<file path="config.mk">
export PLATFORM = sky130hd
export DESIGN_NAME = cipc_top
export DESIGN_NICKNAME = d
export VERILOG_FILES = /design/src/cipc_pkg.sv /design/src/cipc_arb_if.sv /design/src/cipc_arbiter.sv /design/src/cipc_ccp_window.sv /design/src/cipc_top.sv
export SDC_FILE = /design/constraint.sdc
export NUM_CORES = 1
export LEC_CHECK = 0
export BUFFER_PORTS_ARGS = -buffer_cell sky130_fd_sc_hd__buf_2
export CAP_MARGIN = 20
export CORE_ASPECT_RATIO = 0.5
export CORE_UTILIZATION = 28
export CTS_CLUSTER_SIZE = 8
export DETAILED_ROUTE_END_ITERATION = 8
export GPL_TIMING_DRIVEN = 0
export MAX_ROUTING_LAYER = met4
export SKIP_CTS_REPAIR_TIMING = 1
export SYNTH_ARGS = -nofsm -noshare
export SYNTH_HDL_FRONTEND = slang
export SYNTH_SLANG_ARGS = --single-unit
</file>
<file path="constraint.sdc">
create_clock -name mclk -period 3.8 [get_ports mclk]
set_input_delay 0.57 -clock mclk [delete_from_list [all_inputs] [get_ports mclk]]
set_output_delay 0.57 -clock mclk [all_outputs]
set_load 0.01 [all_outputs]
</file>
<file path="src/cipc_pkg.sv">
// constants shared by the interrupt priority controller files
// assumes one peripheral clock and a synchronous active-low reset
package cipc_pkg;

  // register indices; byte address is four times the index
  localparam logic [1:0] REG_CTRL_IDX   = 2'h0;
  localparam logic [1:0] REG_STATUS_IDX = 2'h1;
  localparam logic [1:0] REG_LAST_IDX   = 2'h2;
  localparam logic [1:0] REG_HIVEC_IDX  = 2'h3;

  // vector_control fields
  localparam int ROT_EN_BIT     = 0;
  localparam int COMPACT_BIT    = 5;
  localparam int REGION_SEL_BIT = 6;

  // executing_level_status fields
  localparam int LO_EX_BIT  = 0;
  localparam int HI_EX_BIT  = 1;
  localparam int NMI_EX_BIT = 7;

  // reset values
  localparam logic [7:0] CTRL_RST  = 8'h00;
  localparam logic [7:0] LAST_RST  = 8'h00;
  localparam logic [7:0] HIVEC_RST = 8'h00;

  // compact table vectors
  localparam logic [7:0] CVEC_NMI = 8'h01;
  localparam logic [7:0] CVEC_HI  = 8'h02;
  localparam logic [7:0] CVEC_LO  = 8'h03;

  // protected-write window length in completed instructions
  localparam logic [2:0] CCP_WINDOW_INSNS = 3'h4;

  localparam logic [1:0] AXI_OKAY   = 2'h0;
  localparam logic [1:0] AXI_DECERR = 2'h3;

endpackage

</file>
<file path="src/cipc_arb_if.sv">
// request and winner signals between the controller and its arbiter
// assumes both ends sit on the same clock
`timescale 1ns/10ps
interface cipc_arb_if #(
  parameter int NUM_SRC = 16
);
  logic [NUM_SRC-1:0] nmi_req;
  logic [NUM_SRC-1:0] norm_req;
  logic               rot_en;
  logic [7:0]         last_vec;
  logic               nmi_hit;
  logic [7:0]         nmi_vec;
  logic               norm_hit;
  logic [7:0]         norm_vec;

  modport ctl (
    output nmi_req,
    output norm_req,
    output rot_en,
    output last_vec,
    input  nmi_hit,
    input  nmi_vec,
    input  norm_hit,
    input  norm_vec
  );
  modport arb (
    input  nmi_req,
    input  norm_req,
    input  rot_en,
    input  last_vec,
    output nmi_hit,
    output nmi_vec,
    output norm_hit,
    output norm_vec
  );
endinterface

</file>
<file path="src/cipc_arbiter.sv">
// combinational winner pick for non-maskable and normal-level requests
// assumes source i owns vector i+1; vector 0 is never an interrupt
`timescale 1ns/10ps
module cipc_arbiter #(
  parameter int NUM_SRC = 16
) (
  cipc_arb_if.arb arb
);
  import cipc_pkg::*;

  logic       above_hit;
  logic [7:0] above_vec;
  logic [7:0] first_vec;

  // walk from the top so the lowest vector is assigned last and wins
  always_comb begin
    arb.nmi_hit = 1'b0;
    arb.nmi_vec = 8'h00;
    arb.norm_hit = 1'b0;
    above_hit = 1'b0;
    above_vec = 8'h00;
    first_vec = 8'h00;
    for (int i = NUM_SRC - 1; i >= 0; i--) begin
      if (arb.nmi_req[i]) begin
        arb.nmi_hit = 1'b1;
        arb.nmi_vec = 8'(i + 1);
      end
      if (arb.norm_req[i]) begin
        arb.norm_hit = 1'b1;
        first_vec = 8'(i + 1);
        if (!arb.rot_en || 8'(i + 1) > arb.last_vec) begin
          above_hit = 1'b1;
          above_vec = 8'(i + 1);
        end
      end
    end
    // nothing above the last served one: wrap, last served ranks lowest
    arb.norm_vec = above_hit ? above_vec : first_vec;
  end

endmodule

</file>
<file path="src/cipc_ccp_window.sv">
// protected-write window opened by the change-protection unlock key
// assumes the core pulses unlock and insn_done for one clock each
`timescale 1ns/10ps
module cipc_ccp_window (
  input  wire logic mclk,
  input  wire logic rst_n,
  input  wire logic unlock,
  input  wire logic insn_done,
  input  wire logic consume,
  output logic      open_ff
);
  import cipc_pkg::*;

  logic [2:0] left_ff;

  // window counts completed instructions, not clocks
  always_ff @(posedge mclk) begin
    if (!rst_n) begin
      left_ff <= 3'h0;
    end else if (unlock) begin
      left_ff <= CCP_WINDOW_INSNS;
    end else if (consume) begin
      left_ff <= 3'h0;
    end else if (insn_done && left_ff != 3'h0) begin
      left_ff <= left_ff - 3'h1;
    end
  end

  always_ff @(posedge mclk) begin
    if (!rst_n) begin
      open_ff <= 1'b0;
    end else if (unlock) begin
      open_ff <= 1'b1;
    end else if (consume || (insn_done && left_ff == 3'h1)) begin
      open_ff <= 1'b0;
    end
  end

endmodule

</file>
<file path="src/cipc_top.sv">
// interrupt priority controller with an AXI4-Lite register slave
// assumes irq_req, core signals and the bus all run on mclk
//
// How it works
// sources default normal; high_level_vector picks one high source
// high request preempts normal handler; normal resumes after high returns
// non-maskable taken regardless of global enable, which stays untouched
// nothing is granted while a non-maskable handler executes
// simultaneous non-maskable requests granted lowest vector first
// non-maskable set is a fixed parameter; source enables are outside
// rotation off: normal requests granted lowest vector first
// control bit 0 selects round-robin or fixed normal arbitration
// rotation on: last served normal vector ranks lowest next time
// last served register loads each normal grant while rotation is on; RW; resets zero
// after reset normal arbitration favours the lowest vector
// compact table bit 5: vectors 1, 2, 3 by class
// region bit 6: zero application start, one boot start
// protected bits writable only within four instructions of unlock
// protected write outside window answers okay, bit unchanged
// rotation bit writes always accepted
// status bit 7 set during non-maskable handler, cleared on return
// status bit 1 set during high handler, kept under preemption
// status bit 0 set during normal handler, kept under preemption
// high_level_vector zero disables the high level; resets zero
// after a grant or return one instruction completes first
// granting never changes the global enable; software sets it
// vector with ack strobe out; return clears highest executing flag
//
// Register access over AXI4-Lite was chosen for this implementation.
`timescale 1ns/10ps
module cipc_top #(
  parameter int                NUM_SRC  = 16,
  parameter logic [NUM_SRC-1:0] NMI_MASK = '0,
  parameter int                ADDR_W   = 8
) (
  input  wire logic               mclk,
  input  wire logic               rst_n,
  // requests from peripherals, already gated by their own enables
  input  wire logic [NUM_SRC-1:0] irq_req,
  // core side
  input  wire logic               global_int_enable,
  input  wire logic               insn_done,
  input  wire logic               handler_return,
  input  wire logic               change_protection_unlock,
  output logic                    irq_ack_ff,
  output logic [7:0]              irq_vector_ff,
  output logic                    vector_region_select_ff,
  // AXI4-Lite slave
  input  wire logic [ADDR_W-1:0]  s_axi_awaddr,
  input  wire logic               s_axi_awvalid,
  output logic                    s_axi_awready,
  input  wire logic [31:0]        s_axi_wdata,
  input  wire logic [3:0]         s_axi_wstrb,
  input  wire logic               s_axi_wvalid,
  output logic                    s_axi_wready,
  output logic [1:0]              s_axi_bresp,
  output logic                    s_axi_bvalid,
  input  wire logic               s_axi_bready,
  input  wire logic [ADDR_W-1:0]  s_axi_araddr,
  input  wire logic               s_axi_arvalid,
  output logic                    s_axi_arready,
  output logic [31:0]             s_axi_rdata,
  output logic [1:0]              s_axi_rresp,
  output logic                    s_axi_rvalid,
  input  wire logic               s_axi_rready
);
  import cipc_pkg::*;

  // ----------------------------------------------------------------
  // state
  // ----------------------------------------------------------------
  logic [7:0]        ctrl_ff;
  logic [7:0]        last_ff;
  logic [7:0]        hivec_ff;
  logic              nmi_ex_ff;
  logic              hi_ex_ff;
  logic              lo_ex_ff;
  logic              holdoff_ff;

  logic              aw_held_ff;
  logic [ADDR_W-1:0] awaddr_ff;
  logic              w_held_ff;
  logic [7:0]        wdata_ff;
  logic              wlane_ff;

  logic              wr_fire;
  logic              wr_hit;
  logic              wr_ctrl;
  logic              ccp_open;
  logic              rd_hit;
  logic [7:0]        rd_byte;
  logic [7:0]        status_val;

  logic [NUM_SRC-1:0] hi_sel;
  logic               hi_req;
  logic               can_take;
  logic               take_nmi;
  logic               take_hi;
  logic               take_lo;

  cipc_arb_if #(.NUM_SRC(NUM_SRC)) arb_bus ();

  // ----------------------------------------------------------------
  // address decode
  // ----------------------------------------------------------------
  // only the four word slots at the bottom are mapped
  function automatic logic addr_mapped(input logic [ADDR_W-1:0] a);
    logic [ADDR_W-1:0] top;
    top = a >> 4;
    return (a[1:0] == 2'h0) && (top == '0);
  endfunction

  // ----------------------------------------------------------------
  // AXI4-Lite write channel
  // ----------------------------------------------------------------
  // address and data may arrive in either order; each is held
  // until both are present and the previous response is gone
  assign wr_fire = aw_held_ff && w_held_ff && !s_axi_bvalid;
  assign wr_hit  = wr_fire && addr_mapped(awaddr_ff) && wlane_ff;
  assign wr_ctrl = wr_hit && (awaddr_ff[3:2] == REG_CTRL_IDX);

  always_ff @(posedge mclk) begin
    if (!rst_n) begin
      s_axi_awready <= 1'b0;
    end else if (s_axi_awvalid && s_axi_awready) begin
      s_axi_awready <= 1'b0;
    end else if (!aw_held_ff && !s_axi_bvalid) begin
      s_axi_awready <= 1'b1;
    end
  end

  always_ff @(posedge mclk) begin
    if (!rst_n) begin
      aw_held_ff <= 1'b0;
      awaddr_ff  <= '0;
    end else if (s_axi_awvalid && s_axi_awready) begin
      aw_held_ff <= 1'b1;
      awaddr_ff  <= s_axi_awaddr;
    end else if (wr_fire) begin
      aw_held_ff <= 1'b0;
    end
  end

  always_ff @(posedge mclk) begin
    if (!rst_n) begin
      s_axi_wready <= 1'b0;
    end else if (s_axi_wvalid && s_axi_wready) begin
      s_axi_wready <= 1'b0;
    end else if (!w_held_ff && !s_axi_bvalid) begin
      s_axi_wready <= 1'b1;
    end
  end

  // registers are one byte wide: only byte lane 0 carries a write
  always_ff @(posedge mclk) begin
    if (!rst_n) begin
      w_held_ff <= 1'b0;
      wdata_ff  <= 8'h00;
      wlane_ff  <= 1'b0;
    end else if (s_axi_wvalid && s_axi_wready) begin
      w_held_ff <= 1'b1;
      wdata_ff  <= s_axi_wdata[7:0];
      wlane_ff  <= s_axi_wstrb[0];
    end else if (wr_fire) begin
      w_held_ff <= 1'b0;
    end
  end

  // a refused protected write still answers okay
  always_ff @(posedge mclk) begin
    if (!rst_n) begin
      s_axi_bvalid <= 1'b0;
      s_axi_bresp  <= AXI_OKAY;
    end else if (wr_fire) begin
      s_axi_bvalid <= 1'b1;
      s_axi_bresp  <= addr_mapped(awaddr_ff) ? AXI_OKAY : AXI_DECERR;
    end else if (s_axi_bready) begin
      s_axi_bvalid <= 1'b0;
    end
  end

  // ----------------------------------------------------------------
  // AXI4-Lite read channel
  // ----------------------------------------------------------------
  assign status_val = {nmi_ex_ff, 5'h00, hi_ex_ff, lo_ex_ff};
  assign rd_hit     = addr_mapped(s_axi_araddr);

  always_comb begin
    unique case (s_axi_araddr[3:2])
      REG_CTRL_IDX:   rd_byte = ctrl_ff;
      REG_STATUS_IDX: rd_byte = status_val;
      REG_LAST_IDX:   rd_byte = last_ff;
      REG_HIVEC_IDX:  rd_byte = hivec_ff;
    endcase
  end

  always_ff @(posedge mclk) begin
    if (!rst_n) begin
      s_axi_arready <= 1'b0;
    end else if (s_axi_arvalid && s_axi_arready) begin
      s_axi_arready <= 1'b0;
    end else if (!s_axi_rvalid) begin
      s_axi_arready <= 1'b1;
    end
  end

  always_ff @(posedge mclk) begin
    if (!rst_n) begin
      s_axi_rvalid <= 1'b0;
      s_axi_rdata  <= 32'h0000_0000;
      s_axi_rresp  <= AXI_OKAY;
    end else if (s_axi_arvalid && s_axi_arready) begin
      s_axi_rvalid <= 1'b1;
      s_axi_rdata  <= rd_hit ? {24'h000000, rd_byte} : 32'h0000_0000;
      s_axi_rresp  <= rd_hit ? AXI_OKAY : AXI_DECERR;
    end else if (s_axi_rready) begin
      s_axi_rvalid <= 1'b0;
    end
  end

  // ----------------------------------------------------------------
  // control registers
  // ----------------------------------------------------------------
  cipc_ccp_window u_ccp (
    .mclk      (mclk),
    .rst_n     (rst_n),
    .unlock    (change_protection_unlock),
    .insn_done (insn_done),
    .consume   (wr_ctrl),
    .open_ff   (ccp_open)
  );

  always_ff @(posedge mclk) begin
    if (!rst_n) begin
      ctrl_ff <= CTRL_RST;
    end else if (wr_ctrl) begin
      ctrl_ff[ROT_EN_BIT] <= wdata_ff[ROT_EN_BIT];
      if (ccp_open) begin
        ctrl_ff[COMPACT_BIT]    <= wdata_ff[COMPACT_BIT];
        ctrl_ff[REGION_SEL_BIT] <= wdata_ff[REGION_SEL_BIT];
      end
    end
  end

  // a normal grant with rotation on wins over a software write in the same cycle
  always_ff @(posedge mclk) begin
    if (!rst_n) begin
      last_ff <= LAST_RST;
    end else if (take_lo && ctrl_ff[ROT_EN_BIT]) begin
      last_ff <= arb_bus.norm_vec;
    end else if (wr_hit && awaddr_ff[3:2] == REG_LAST_IDX) begin
      last_ff <= wdata_ff;
    end
  end

  always_ff @(posedge mclk) begin
    if (!rst_n) begin
      hivec_ff <= HIVEC_RST;
    end else if (wr_hit && awaddr_ff[3:2] == REG_HIVEC_IDX) begin
      hivec_ff <= wdata_ff;
    end
  end

  // ----------------------------------------------------------------
  // request classification
  // ----------------------------------------------------------------
  // vector 0 matches no source, so a zero register disables the level
  generate
    for (genvar g = 0; g < NUM_SRC; g++) begin : g_hisel
      assign hi_sel[g] = (hivec_ff == 8'(g + 1));
    end
  endgenerate

  // non-maskable lines come from a build parameter, not a register
  assign arb_bus.nmi_req  = irq_req & NMI_MASK;
  assign arb_bus.norm_req = irq_req & ~NMI_MASK & ~hi_sel;
  assign arb_bus.rot_en   = ctrl_ff[ROT_EN_BIT];
  assign arb_bus.last_vec = last_ff;
  assign hi_req           = |(irq_req & ~NMI_MASK & hi_sel);

  cipc_arbiter #(.NUM_SRC(NUM_SRC)) u_arb (
    .arb (arb_bus)
  );

  // ----------------------------------------------------------------
  // grant decision
  // ----------------------------------------------------------------
  // the global enable is only read here, never driven
  assign can_take = !holdoff_ff && !handler_return && !nmi_ex_ff;
  assign take_nmi = can_take && arb_bus.nmi_hit;
  assign take_hi  = can_take && !arb_bus.nmi_hit && global_int_enable
                    && !hi_ex_ff && hi_req;
  assign take_lo  = can_take && !arb_bus.nmi_hit && global_int_enable
                    && !hi_ex_ff && !lo_ex_ff && !hi_req
                    && arb_bus.norm_hit;

  // one instruction must retire after every grant or return
  always_ff @(posedge mclk) begin
    if (!rst_n) begin
      holdoff_ff <= 1'b0;
    end else if (take_nmi || take_hi || take_lo || handler_return) begin
      holdoff_ff <= 1'b1;
    end else if (insn_done) begin
      holdoff_ff <= 1'b0;
    end
  end

  // ----------------------------------------------------------------
  // executing flags
  // ----------------------------------------------------------------
  // a return ends the innermost handler, which is the highest flag
  always_ff @(posedge mclk) begin
    if (!rst_n) begin
      nmi_ex_ff <= 1'b0;
    end else if (take_nmi) begin
      nmi_ex_ff <= 1'b1;
    end else if (handler_return) begin
      nmi_ex_ff <= 1'b0;
    end
  end

  always_ff @(posedge mclk) begin
    if (!rst_n) begin
      hi_ex_ff <= 1'b0;
    end else if (take_hi) begin
      hi_ex_ff <= 1'b1;
    end else if (handler_return && !nmi_ex_ff) begin
      hi_ex_ff <= 1'b0;
    end
  end

  always_ff @(posedge mclk) begin
    if (!rst_n) begin
      lo_ex_ff <= 1'b0;
    end else if (take_lo) begin
      lo_ex_ff <= 1'b1;
    end else if (handler_return && !nmi_ex_ff && !hi_ex_ff) begin
      lo_ex_ff <= 1'b0;
    end
  end

  // ----------------------------------------------------------------
  // vector to the core
  // ----------------------------------------------------------------
  always_ff @(posedge mclk) begin
    if (!rst_n) begin
      irq_ack_ff <= 1'b0;
    end else begin
      irq_ack_ff <= take_nmi || take_hi || take_lo;
    end
  end

  always_ff @(posedge mclk) begin
    if (!rst_n) begin
      irq_vector_ff <= 8'h00;
    end else if (take_nmi) begin
      irq_vector_ff <= ctrl_ff[COMPACT_BIT] ? CVEC_NMI : arb_bus.nmi_vec;
    end else if (take_hi) begin
      irq_vector_ff <= ctrl_ff[COMPACT_BIT] ? CVEC_HI : hivec_ff;
    end else if (take_lo) begin
      irq_vector_ff <= ctrl_ff[COMPACT_BIT] ? CVEC_LO : arb_bus.norm_vec;
    end
  end

  // the core adds this region base to every vector it fetches
  always_ff @(posedge mclk) begin
    if (!rst_n) begin
      vector_region_select_ff <= 1'b0;
    end else begin
      vector_region_select_ff <= ctrl_ff[REGION_SEL_BIT];
    end
  end

endmodule

</file>
After elaboration in Yosys (flattened, before gate mapping) --
Index checks and enable logic that the tools add are counted.
Cells by class: $add $sub $neg 1, order comparisons 16, muxes and demuxes 125, equality and inequality tests 22, reductions and logical operators 77, bitwise logic cells 4
Operators by type and width (number):
- two-way mux 8 bit | 39
- two-way mux 5 bit | 17
- equality test 8 x 4 -> 1 bit (second input constant) | 8
- > comparator 4 x 8 -> 1 bit (first input constant) | 8
- two-way mux 1 bit | 63
- bitwise AND 16 bit | 2
- equality test 8 x 3 -> 1 bit (second input constant) | 4
- > comparator 3 x 8 -> 1 bit (first input constant) | 4
- case mux 8 bit (4 select lines) | 1
- logical AND 1 bit | 25
- nonzero test 2 bit | 10
- logical OR 1 bit | 19
- equality test 8 x 2 -> 1 bit (second input constant) | 2
- > comparator 2 x 8 -> 1 bit (first input constant) | 2
- logical NOT 8 bit | 2
- inverter 16 bit | 1
- OR reduction 16 bit | 1
- logical NOT 1 bit | 9
- two-way mux 3 bit | 3
- equality test 2 bit (second input constant) | 4
- equality test 8 x 1 -> 1 bit (second input constant) | 1
- equality test 8 x 5 -> 1 bit (second input constant) | 1
- > comparator 1 x 8 -> 1 bit (first input constant) | 1
- > comparator 5 x 8 -> 1 bit (first input constant) | 1
- other kinds (10) | 17
Storage, ports and cells: word-level logic and storage cells 271, input bits 79, output and inout port bits 51, register bits 96

Longest topological paths before layout --
Gate-level depths: netlist (run 1).
word-level depth 38, gate-level depth with buffers 11

Cells and area by module --
A second synthesis (run 1) with hierarchy kept.
Unflattened totals: cell total of the unflattened synthesis 614, area total of the unflattened synthesis 4717.0 sq um
By module, submodules not included:
- cipc_top | instances 1, area an instance 3532.1 sq um, cells an instance 429, sequential area each 1341.3 sq um
- cipc_arbiter | instances 1, area an instance 949.7 sq um, cells an instance 159, sequential area each 0.0 sq um
- cipc_ccp_window | instances 1, area an instance 235.2 sq um, cells an instance 26, sequential area each 80.1 sq um

Least setup slack after synthesis (run 1) --
OpenSTA, ideal clock, no wires.
path kind register to register, start point register hivec_ff[7], end point register last_ff[1], in the netlist arb_bus.last_vec[1], buffers on the path 2, data arrival time 2614 ps, slack 1064 ps, required time 3678 ps, library setup time 122 ps, stages on the path, launching flop included 10, path through dfxtp_1 buf_6 or4b_1 buf_2 o2111ai_2 a21bo_2 or3_4 o41ai_4 a31oi_1 o311a_1
On the way: word-level cells in the longest chain between the ends 36, elaborated cells between the ends (all ways) 120, classes of those cells eq/ne: 16; mux: 95; bitwise: 3; reduce/logical: 6
Ends and longest elaborated chain:
- start, declared | line cipc_top.sv:74 | logic [7:0] hivec_ff;
- start signal, assigned | line cipc_top.sv:260 | hivec_ff <= wdata_ff;
- equality test 8 x 5 -> 1 bit | line cipc_top.sv:270 | assign hi_sel[g] = (hivec_ff == 8'(g + 1));
- inverter 16 bit | line cipc_top.sv:276 | assign arb_bus.norm_req = irq_req & ~NMI_MASK & ~hi_sel;
- bitwise AND 16 bit | line cipc_top.sv:276
- two-way mux 8 bit / two-way mux 1 bit (equally long branches) | line cipc_arbiter.sv:28 | if (arb.norm_req[i]) begin
- two-way mux 8 bit / two-way mux 1 bit (equally long branches) | line cipc_arbiter.sv:31 | if (!arb.rot_en || 8'(i + 1) > arb.last_vec) begin
- two-way mux 8 bit / two-way mux 1 bit (equally long branches) | line cipc_arbiter.sv:28
- two-way mux 8 bit / two-way mux 1 bit (equally long branches) | line cipc_arbiter.sv:31
- two-way mux 8 bit / two-way mux 1 bit (equally long branches) | line cipc_arbiter.sv:28
- [... 20 more ...]
- two-way mux 8 bit / two-way mux 1 bit (equally long branches) | line cipc_arbiter.sv:31
- two-way mux 8 bit / two-way mux 1 bit (equally long branches) | line cipc_arbiter.sv:28
- two-way mux 8 bit / two-way mux 1 bit (equally long branches) | line cipc_arbiter.sv:31
- two-way mux 8 bit / two-way mux 1 bit (equally long branches) | line cipc_arbiter.sv:28
- two-way mux 8 bit / two-way mux 1 bit (equally long branches) | line cipc_arbiter.sv:31
- two-way mux 8 bit / two-way mux 1 bit (equally long branches) | line cipc_arbiter.sv:28
- two-way mux 8 bit | line cipc_arbiter.sv:38 | arb.norm_vec = above_hit ? above_vec : first_vec;
- two-way mux 8 bit | line cipc_top.sv:249 | end else if (take_lo && ctrl_ff[ROT_EN_BIT]) begin
- end signal, assigned | line cipc_top.sv:250 | last_ff <= arb_bus.norm_vec;
- end signal, assigned | line cipc_top.sv:252 | last_ff <= wdata_ff;
- end, declared | line cipc_top.sv:73 | logic [7:0] last_ff;
Parallel ways exist; a longest one is shown, timed or not. A chain may end at the register's enable or synchronous reset.

Final worst setup path (run 1) --
start point register hivec_ff[6], end point register last_ff[4], in the netlist arb_bus.last_vec[4]
The elaborated chain is that of the path after synthesis.

==> results.txt, run 1 <==
The flow ran to the end, and the final reports show no timing, DRC or antenna violations. Along the worst path, the maximum fanout reaches 10. Dividing the detail-routed via count by the number of cells gives around 5.2. Based on the critical path, the design can be clocked at up to approximately 290 MHz.

The synthesized netlist cell count is around 550. The source-to-sink clock delay at the later pin of the worst-skew pair is around 0.32 ns. The final-layout fill cell count is about 1600. After layout, the worst path uses 91.7% of the clock period. The number of DRC violations after detailed-routing iteration 0 is 344. The number of different library cells used by synthesis comes to 74.

The relative max-transition margin is approximately 35%. The clock transition at the registers of the reported paths is 0.05 ns. The post-route netlist has 23.2% of its cells at a drive strength greater than 1. Across the VDD grid, the largest voltage drop is 0.207 mV. The largest incremental delay on the critical path came out at roughly 0.67 ns. The critical path goes through clkbuf_1 -> nand4bb_1 -> o21ai_0 -> nand2_1 -> nor4b_2 -> and3_1 -> nor4_4 -> buf_2 -> and3b_1 -> a211oi_1. In this run, placement finished with an instance count of between 800 and 900. The number of buffers on the longest clock path is 2. The wire-length estimate of the detail-placed layout is 10800 microns. The commonest cells after synthesis are 70 x sky130_fd_sc_hd__dfxtp_1, 61 x sky130_fd_sc_hd__nand2_1, 48 x sky130_fd_sc_hd__a21oi_1. The sum of met2 wire segment lengths after detailed routing came out at around 6200 microns. The number of CTS-inserted buffers is 9.

The critical path start-end classification is flop to flop. Of the post-synthesis cell area, the dominant cell type holds about a third. The number of buffer and inverter stages on the critical path is 2. The capture point of the worst path is arb_bus.last_vec[4]. The top layer used by detailed routing is met4. The diode insertion count for antenna repair came out at 0. The clock net in this run drives a total of 70 sinks. The number of vias after detailed routing is ~4500. The slowest stage of the critical path belongs to the cell sky130_fd_sc_hd__o21ai_0. The worst setup path is launched from a flop.

By area the synthesized netlist is led by sky130_fd_sc_hd__dfxtp_1 32%, sky130_fd_sc_hd__a21oi_1 5.5%, sky130_fd_sc_hd__nand2_1 5.2%, sky130_fd_sc_hd__buf_4 4.5%, sky130_fd_sc_hd__mux2i_1 3.7%. The starting utilization of the core area came out at between 20% and 30%. The sequential fraction of the synthesis area came out at 32.0%. Setup repair after global routing left no endpoint under its margin. The global-route usage over all layers came out at 18.0%.

The static leakage is 2.21 nW. At the end of routability-driven placement, the weighted congestion stood at slightly above 0.9. In the routed design, unresolved DRC markers number 0. The total congestion overflow came out at 0.

The minimum clock period is between 3 and 4 ns. The proportion of register bits with asynchronous set or reset after synthesis is 0%. The site row count came out at 31. The cell depth of the worst flop-to-flop path is 10.

For this run, the leading register cell type out of synthesis is sky130_fd_sc_hd__dfxtp_1. CTS placed an instance of sky130_fd_sc_hd__clkbuf_16 at the clock tree root. The worst register-to-register path begins at hivec_ff[6].

The count of nets left with antenna violations once routing finished came out at 0. The number of synthesized flops with an enable pin came out at 0. The count of buffers inserted at the top-level ports came out at 76. The critical path starts at hivec_ff[6]. The final hold violation count is 0. The max-slew violation count came out at 0. The total number of cells along the worst setup path came out at 10. The final-stage net count is 740.

In this run the worst hold path is classified as flop to flop. Detailed routing placed a total of around 1000 microns of wire on met3. After synthesis, the mean cell area works out to roughly 8.0 sq um. Across the routed clock network, the largest skew measured is about 0.0057 ns. The met1 routed wirelength after detailed routing came out at around 6700 microns.

The worst register-to-register path ends at arb_bus.last_vec[4]. Synthesis inferred 70 register bits. The H-tree was split into 3 levels. The area growth from synthesis to final layout is 24.1%.

The number of detailed-routing iterations run before antenna repair came out at 7. The total wirelength of the detailed-routed design is about 14000 microns. The cell family contributing the most delay on the critical path is simple AND/OR/NAND/NOR gates. The initial antenna violation count is 0. The via count of the first global-routing pass is 4181. The transition time at the pin with the least slew margin came out at roughly 0.96 ns.

TritonCTS built the clock tree. In the final routed layout, each cell accounts on average for 16.3 microns. The data required time of the worst path is roughly 4.0 ns. The floorplan step set the die height to approximately 90 microns. Of all cell types, the one taking the most synthesized area is sky130_fd_sc_hd__dfxtp_1. The endpoint type of the worst setup path is a flop. The warning count from the yosys run is 0. The placeable core region came out at ~15000 sq um.

The data arrival time of the critical path came out at 3.71 ns. The first-pass GRT wire length is between 20000 and 25000 microns. In this run the horizontal extent of the chip is roughly 180 microns.

sky130_fd_sc_hd__dfxtp_1 is the most common cell in the netlist. The post-route non-filler standard cell count is between 800 and 900. The total power after layout is approximately 0.0019 W.

The area of the die is 16200 sq um. The final setup violation count came out at 0. The final setup TNS is 0 ns. The post-synthesis instance area is between 4000 and 5000 sq um. The worst setup slack for register-to-register paths came out at about 0.32 ns. For this design the ratio of total power to cell area is about 350 nW/um^2. The pin count of the biggest net entering global routing came out at 12.

The top-level port count came out at 130. Across the run, the number of max-cap violations was 0.
==> cell families after synthesis <==
| kind of cell | Yosys count | share of synthesized area [%] |
|---|---|---|
| buffers and inverters | 71 | 8.63 |
| xor gates and xnor gates | 1 | 0.200 |
| adders and majority gates | 3 | 0.857 |
| AOI/OAI and AO/OA | 167 | 25.9 |
| DFF | 70 | 32.0 |
| and+or+nand+nor | 207 | 25.8 |
| other | 1 | 0.0857 |
| muxes | 26 | 6.49 |
==> report_power, final <==
group	internal, W	leakage, nW	switching, W
clock	0.000590	0.157	0.000297
combinational	0.0000943	1.49	0.000135
sequential	0.000757	0.569	0.0000180
==> registers in the layout, indices dropped and copies added (netlist names), 3 cells and up <==
signal,count
wdata_ff,8
awaddr_ff,8
u_ccp.left_ff,3
hivec_ff,8
irq_vector_ff,8
s_axi_rdata,8
ctrl_ff,3
arb_bus.last_vec,8
==> cell usage in the layout (no fill, tap or decap), drive strengths merged, types with 5 or more instances in the layout <==
cell type / Yosys / layout
buf: 33 / 111
dfxtp: 70 / 70
nand2: 61 / 61
a21oi: 48 / 48
nor2: 38 / 38
clkbuf: 25 / 37
o21ai: 30 / 30
conb: 1 / 24
nand3: 22 / 22
mux2i: 16 / 16
inv: 13 / 13
nor3: 12 / 12
a21boi: 11 / 11
nor4: 11 / 11
nand3b: 9 / 9
a31oi: 9 / 9
mux2: 9 / 9
a22oi: 8 / 8
o211ai: 8 / 8
and2: 8 / 8
nand2b: 7 / 7
nor4b: 7 / 7
a211oi: 6 / 6
a22o: 6 / 6
or4b: 6 / 6
and3: 5 / 5
==> tightest hold or removal path, delay by kind of cell, from the launching register on <==
kind	cells	cell delay, ns
flip-flops	1	0.31
AO/OA/AOI/OAI	1	0.05
AND/OR/NAND/NOR	1	0.05
==> per-layer routing <==
metal	track usage (%)	up-vias
met5	-	-
met2	27.9	172
met4	4.38	0
met1	24.0	2108
met3	3.24	15
li1	-	2211
==> worst min-delay path by stage <==
stage / startpoint / to / cells past startpoint
floorplan: awaddr_ff[5] / awaddr_ff[5] / 2
global placement: irq_vector_ff[6] / irq_vector_ff[6] / 1
detailed placement: irq_vector_ff[6] / irq_vector_ff[6] / 1
CTS: awaddr_ff[1] / awaddr_ff[1] / 2
global route: s_axi_rdata[7] / s_axi_rdata[7] / 2
finish: awaddr_ff[1] / awaddr_ff[1] / 2
==> stage by stage <==
step	hold slack, ns	cell area [sq um]	util, %	setup slack [ns]
after floorplan	0.436	4460	-	1.06
after global placement	0.437	5090	34.3	0.116
after detailed placement	0.444	5100	34.4	0.447
after CTS	0.457	5420	36.5	0.413
after global routing	0.477	5430	36.6	0.0936
final	0.454	5430	36.6	0.317
==> final cells by class <==
| class | count | area [sq um] | share of cell area (%) |
|---|---|---|---|
| timing repair buffer | 78 | 390 | 7.19 |
| inverter | 13 | 48.8 | 0.898 |
| multi-input combinational | 428 | 2700 | 49.7 |
| buffer | 58 | 329 | 6.06 |
| tap | 198 | 248 | 4.56 |
| clock inverter | 4 | 70.1 | 1.29 |
| clock buffer | 12 | 246 | 4.54 |
| sequential | 70 | 1400 | 25.8 |
Note: power is estimated with default switching activity, not from simulation.
==> run 2, diff against run 1 <==
CORE_ASPECT_RATIO = 1.75   (was 0.5)
SYNTH_HIERARCHICAL = 1   (was unset)
==> run 2 against run 1 <==
Against the previous run:
- flip-flop and latch count increased by 1
- clock-buffer cell count decreased by 1
- critical path type unchanged
- sequential power increased by 2%
- critical endpoint is now irq_vector_ff[4]
- combinational power increased by 22%
- clock power about the same
- clock skew about the same
- first-iteration DRC count decreased by 36%
- worst setup slack improved by 0.057 ns
- via count increased by 9.0%
==> results.txt, run 2 <==
The total power after layout came out at 0.00196 W (+3.9%). The area of the die came out at 17400 sq um (+7.5%). The source-to-sink clock delay at the later pin of the worst-skew pair came out at 0.33 ns (about the same). The max-slew violation count came to 0 (unchanged). The via count of the first global-routing pass came out at 4619 (+10%). The fraction of synthesized cell area taken by the top area cell type is 30.1% (-1.9 points).

In the layout the commonest cells are 80 x sky130_fd_sc_hd__buf_2, 79 x sky130_fd_sc_hd__conb_1, 71 x sky130_fd_sc_hd__dfxtp_1, 68 x sky130_fd_sc_hd__nor2_1, 59 x sky130_fd_sc_hd__a21oi_1. The warning count from the yosys run was 6 (+6). STA classifies the critical path startpoint as a flop. The floorplan die height came out at 174 microns (+92%).

The post-synthesis instance area is 4720 sq um (+7.7%). The DRC violation count after routing is 0 (unchanged). The largest driver fanout on the critical path came out at 7 (-3). The achievable frequency is 292 MHz (+1.7%).

The site row count came out at 62 (+100%). The pin count of the biggest net entering global routing came out at 13 (+1). By count the netlist is led by 71 x sky130_fd_sc_hd__dfxtp_1, 68 x sky130_fd_sc_hd__nor2_1, 59 x sky130_fd_sc_hd__a21oi_1.

The critical path goes through nor4_4 -> nand2_1 -> nor2_1 -> a21boi_1 -> nor4_2 -> nand2_1 -> or3_1 -> nor2b_1 -> nor2_1 -> a21o_1 -> a211oi_1 -> nor2_1. The synthesized netlist cell count came out at 614 (+12%). The worst setup path is of the flop to flop kind. The first-pass GRT wire length is 23000 microns (+3.0%).

The average vias per placed instance is 4.87 (-6.9%). The post-route non-filler standard cell count came to 1008 (+17%). The final setup skew came out at 0.00540 ns (-0.000339 ns). The routability-driven placement congestion ratio came out at 0.922 (-0.47%). The clock transition at the registers of the reported paths came out at 0.06 ns (about the same). The top-level port count is 130 (unchanged). The number of DRC violations after detailed-routing iteration 0 came out at 220 (-36%).

The data required time of the worst path is 4.07 ns (+0.05 ns). The number of detailed-routing iterations run before antenna repair came to 4 (-3). The data arrival time of the critical path came out at 3.70 ns (about the same). The total wirelength of the detailed-routed design is 14800 microns (+5.0%). The number of buffer and inverter stages on the critical path is 0 (-2). The count of buffers inserted at the top-level ports was 75 (-1.3%). The initial antenna violation count came out at 0 (unchanged).

The final setup violation count came out at 0 (unchanged). The number of vias after detailed routing was 4910 (+9.0%). The reported max-cap violation count is 0 (unchanged). Clock tree synthesis selected as its root buffer the cell sky130_fd_sc_hd__clkbuf_16. The post-synthesis cell type count is 78 (+5.4%). TritonCTS built the clock tree.

The startpoint identified for the worst register-to-register timing path is hivec_ff[7]. Broken down by cell family, the worst path's largest delay share belongs to simple AND/OR/NAND/NOR gates. The number of synthesized flops with an enable pin is 0 (unchanged). The sequential fraction of the synthesis area is 30.1% (-1.9 points). The worst setup slack for register-to-register paths is 0.37 ns (+0.06 ns). The per-instance average area after synthesis came out at 7.68 sq um (-4.2%). The static leakage is 2.68 nW (+21%). The final-stage net count is 861 (+16%). Setup repair after global routing left no endpoint under its margin. The commonest register cell after synthesis is sky130_fd_sc_hd__dfxtp_1. The detailed placer's ending HPWL came out at 12000 microns (+11%). The transition time at the pin with the least slew margin came out at 0.674 ns (-0.286 ns). The cell type with the highest aggregate area in the netlist is sky130_fd_sc_hd__dfxtp_1. The final setup TNS came out at 0 ns (unchanged). The share of the clock period used by the worst path after layout is 90.2% (-1.5 points). The starting utilization of the core area is 28.7% (-0.79 points). The total congestion overflow was 0 (unchanged).

The cell depth of the worst min-delay path is 2 (unchanged). The area growth from synthesis to final layout is 27.2%. The width of the die is 100 microns (-44%). The power density normalized to cell area is 327 nW/um^2 (-6.0%). The H-tree depth is 3 (unchanged). The minimum clock period came to 3.43 ns (-0.0570 ns). The final hold violation count is 0 (unchanged).

The number of buffers on the longest clock path is 2 (unchanged). The diode insertion count for antenna repair came out at 0 (unchanged). The TritonCTS sink count is 71 (+1.4%). The worst IR drop on VDD came to 0.222 mV (+7.2%). The dominant cell type by count on the critical path is sky130_fd_sc_hd__nor2_1. Sorting the synthesized cells by area gives the leading types as sky130_fd_sc_hd__dfxtp_1 30%, sky130_fd_sc_hd__a21oi_1 6.3%, sky130_fd_sc_hd__nor2_1 5.4%, sky130_fd_sc_hd__buf_4 5.3%, sky130_fd_sc_hd__mux2i_1 4.9%. The final antenna-violating net count came out at 0 (unchanged). The tightest min-delay check is of the flop to flop type. The number of CTS-inserted buffers came to 9 (unchanged). The count of state elements after synthesis was 71 (+1.4%). The most common cell in the synthesized netlist is sky130_fd_sc_hd__dfxtp_1.

The proportion of register bits with asynchronous set or reset after synthesis was 0% (unchanged). The final routed wire length divided by cell count is 14.6 microns (-10%). The worst setup path is captured at a flop.

The global-route usage over all layers came to 17.7% (-0.33 points). The flow ran to the end, and the final reports show no timing, DRC or antenna violations. The worst hold slack across all endpoints came out at 0.448 ns (-0.00628 ns).

The fraction of final layout cells sized beyond drive strength 1 came out at 20.2% (-3.1 points). The cell depth of the worst flop-to-flop path is 12 (+2). The placeable core region came out at 16400 sq um (+11%). In this run the critical register-to-register path is captured at irq_vector_ff[4].

The largest incremental delay on the critical path came out at 0.46 ns (-0.21 ns). The startpoint identified for the worst hold timing path is awaddr_ff[4]. The relative max-transition margin came out at 55.0% (+20 points). Among all stages on the critical path, the largest delay is contributed by sky130_fd_sc_hd__nor4_4. The most common cell after layout, fill and taps aside is sky130_fd_sc_hd__buf_2. The worst hold path terminates at awaddr_ff[4].

The number of cells in the design after placement came to 990 (+17%).
## run 2: cell count changes in the layout (fill, tap and decap cells not counted), moves of 7 or more
| cell | before | now |
|---|---|---|
| sky130_fd_sc_hd__conb_1 | 24 | 79 |
| sky130_fd_sc_hd__o211ai_1 | 8 | 1 |
| sky130_fd_sc_hd__inv_1 | 12 | 28 |
| sky130_fd_sc_hd__buf_4 | 26 | 35 |
| sky130_fd_sc_hd__nor2b_1 | 1 | 8 |
| sky130_fd_sc_hd__o21ai_0 | 24 | 11 |
| sky130_fd_sc_hd__a21oi_1 | 48 | 59 |
| sky130_fd_sc_hd__nor2_1 | 37 | 68 |
| sky130_fd_sc_hd__a21boi_1 | 0 | 9 |
| sky130_fd_sc_hd__mux2i_1 | 16 | 23 |
| sky130_fd_sc_hd__a21boi_0 | 11 | 0 |
## run 2: worst register-to-register path, cell delays in order, from the launching register on
cell,delay (ns)
sky130_fd_sc_hd__dfxtp_1,0.35
sky130_fd_sc_hd__nor4_4,0.46
sky130_fd_sc_hd__nand2_1,0.18
sky130_fd_sc_hd__nor2_1,0.25
sky130_fd_sc_hd__a21boi_1,0.25
sky130_fd_sc_hd__nor4_2,0.42
sky130_fd_sc_hd__nand2_1,0.11
sky130_fd_sc_hd__or3_1,0.36
sky130_fd_sc_hd__nor2b_1,0.20
sky130_fd_sc_hd__nor2_1,0.25
sky130_fd_sc_hd__a21o_1,0.32
sky130_fd_sc_hd__a211oi_1,0.11
sky130_fd_sc_hd__nor2_1,0.12
## run 2: how the worst max path moves through the flow
stage               slack (ns)  depth (start not counted)        start               end
CTS                       0.15                         12  hivec_ff[4]  irq_vector_ff[4]
global route              0.09                         11  hivec_ff[7]  irq_vector_ff[4]
floorplan                 0.89                         10  hivec_ff[4]  irq_vector_ff[5]
detailed placement        0.18                         12  hivec_ff[4]  irq_vector_ff[4]
global placement          0.15                         12  hivec_ff[4]  irq_vector_ff[4]
finish                    0.37                         12  hivec_ff[7]  irq_vector_ff[4]
## run 2: cells by family after synthesis
| group | Yosys count | share of synthesized area (%) |
|---|---|---|
| buffers and inverters | 92 | 10.6 |
| adders and majority gates | 3 | 0.796 |
| AOI/OAI and AO/OA | 173 | 24.9 |
| and+or+nand+nor | 241 | 26.2 |
| DFF | 71 | 30.1 |
| muxes | 32 | 7.27 |
| other | 2 | 0.159 |
## run 2: layer usage
layer  GRT usage (%)  vias to the layer above  wire length (microns)
li1                -                     2441                      -
met1            15.4                     2262                   5000
met2            34.9                      158                   8550
met3            1.61                       49                    539
met4            11.1                        0                    678
met5               -                        -                      0
## run 2: final cells by class
class | count | area [sq um]
Clock buffer | 11 | 233
Clock inverter | 5 | 81.3
Tap cell | 224 | 280
Timing Repair Buffer | 77 | 390
Multi-Input combinational cell | 528 | 3100
Sequential cell | 71 | 1420
Inverter | 30 | 113
Fill cell | 1823 | 10400
Buffer | 62 | 385
## run 2: power breakdown
part	total (W)	switching (W)	internal, W	leakage (nW)
clock	0.000890	0.000315	0.000576	0.150
combinational	0.000280	0.000161	0.000119	1.95
sequential	0.000794	0.0000213	0.000773	0.578
total	0.00196	0.000497	0.00147	2.68
## run 2: through the flow
step                      setup WS, ns  util, %  cell area (sq um)
after global routing            0.0927     36.5               6000
after CTS                        0.146     36.3               5980
after floorplan                  0.886        -               5010
after global placement           0.150     34.4               5660
final                            0.374     36.5               6000
after detailed placement         0.184     34.4               5660
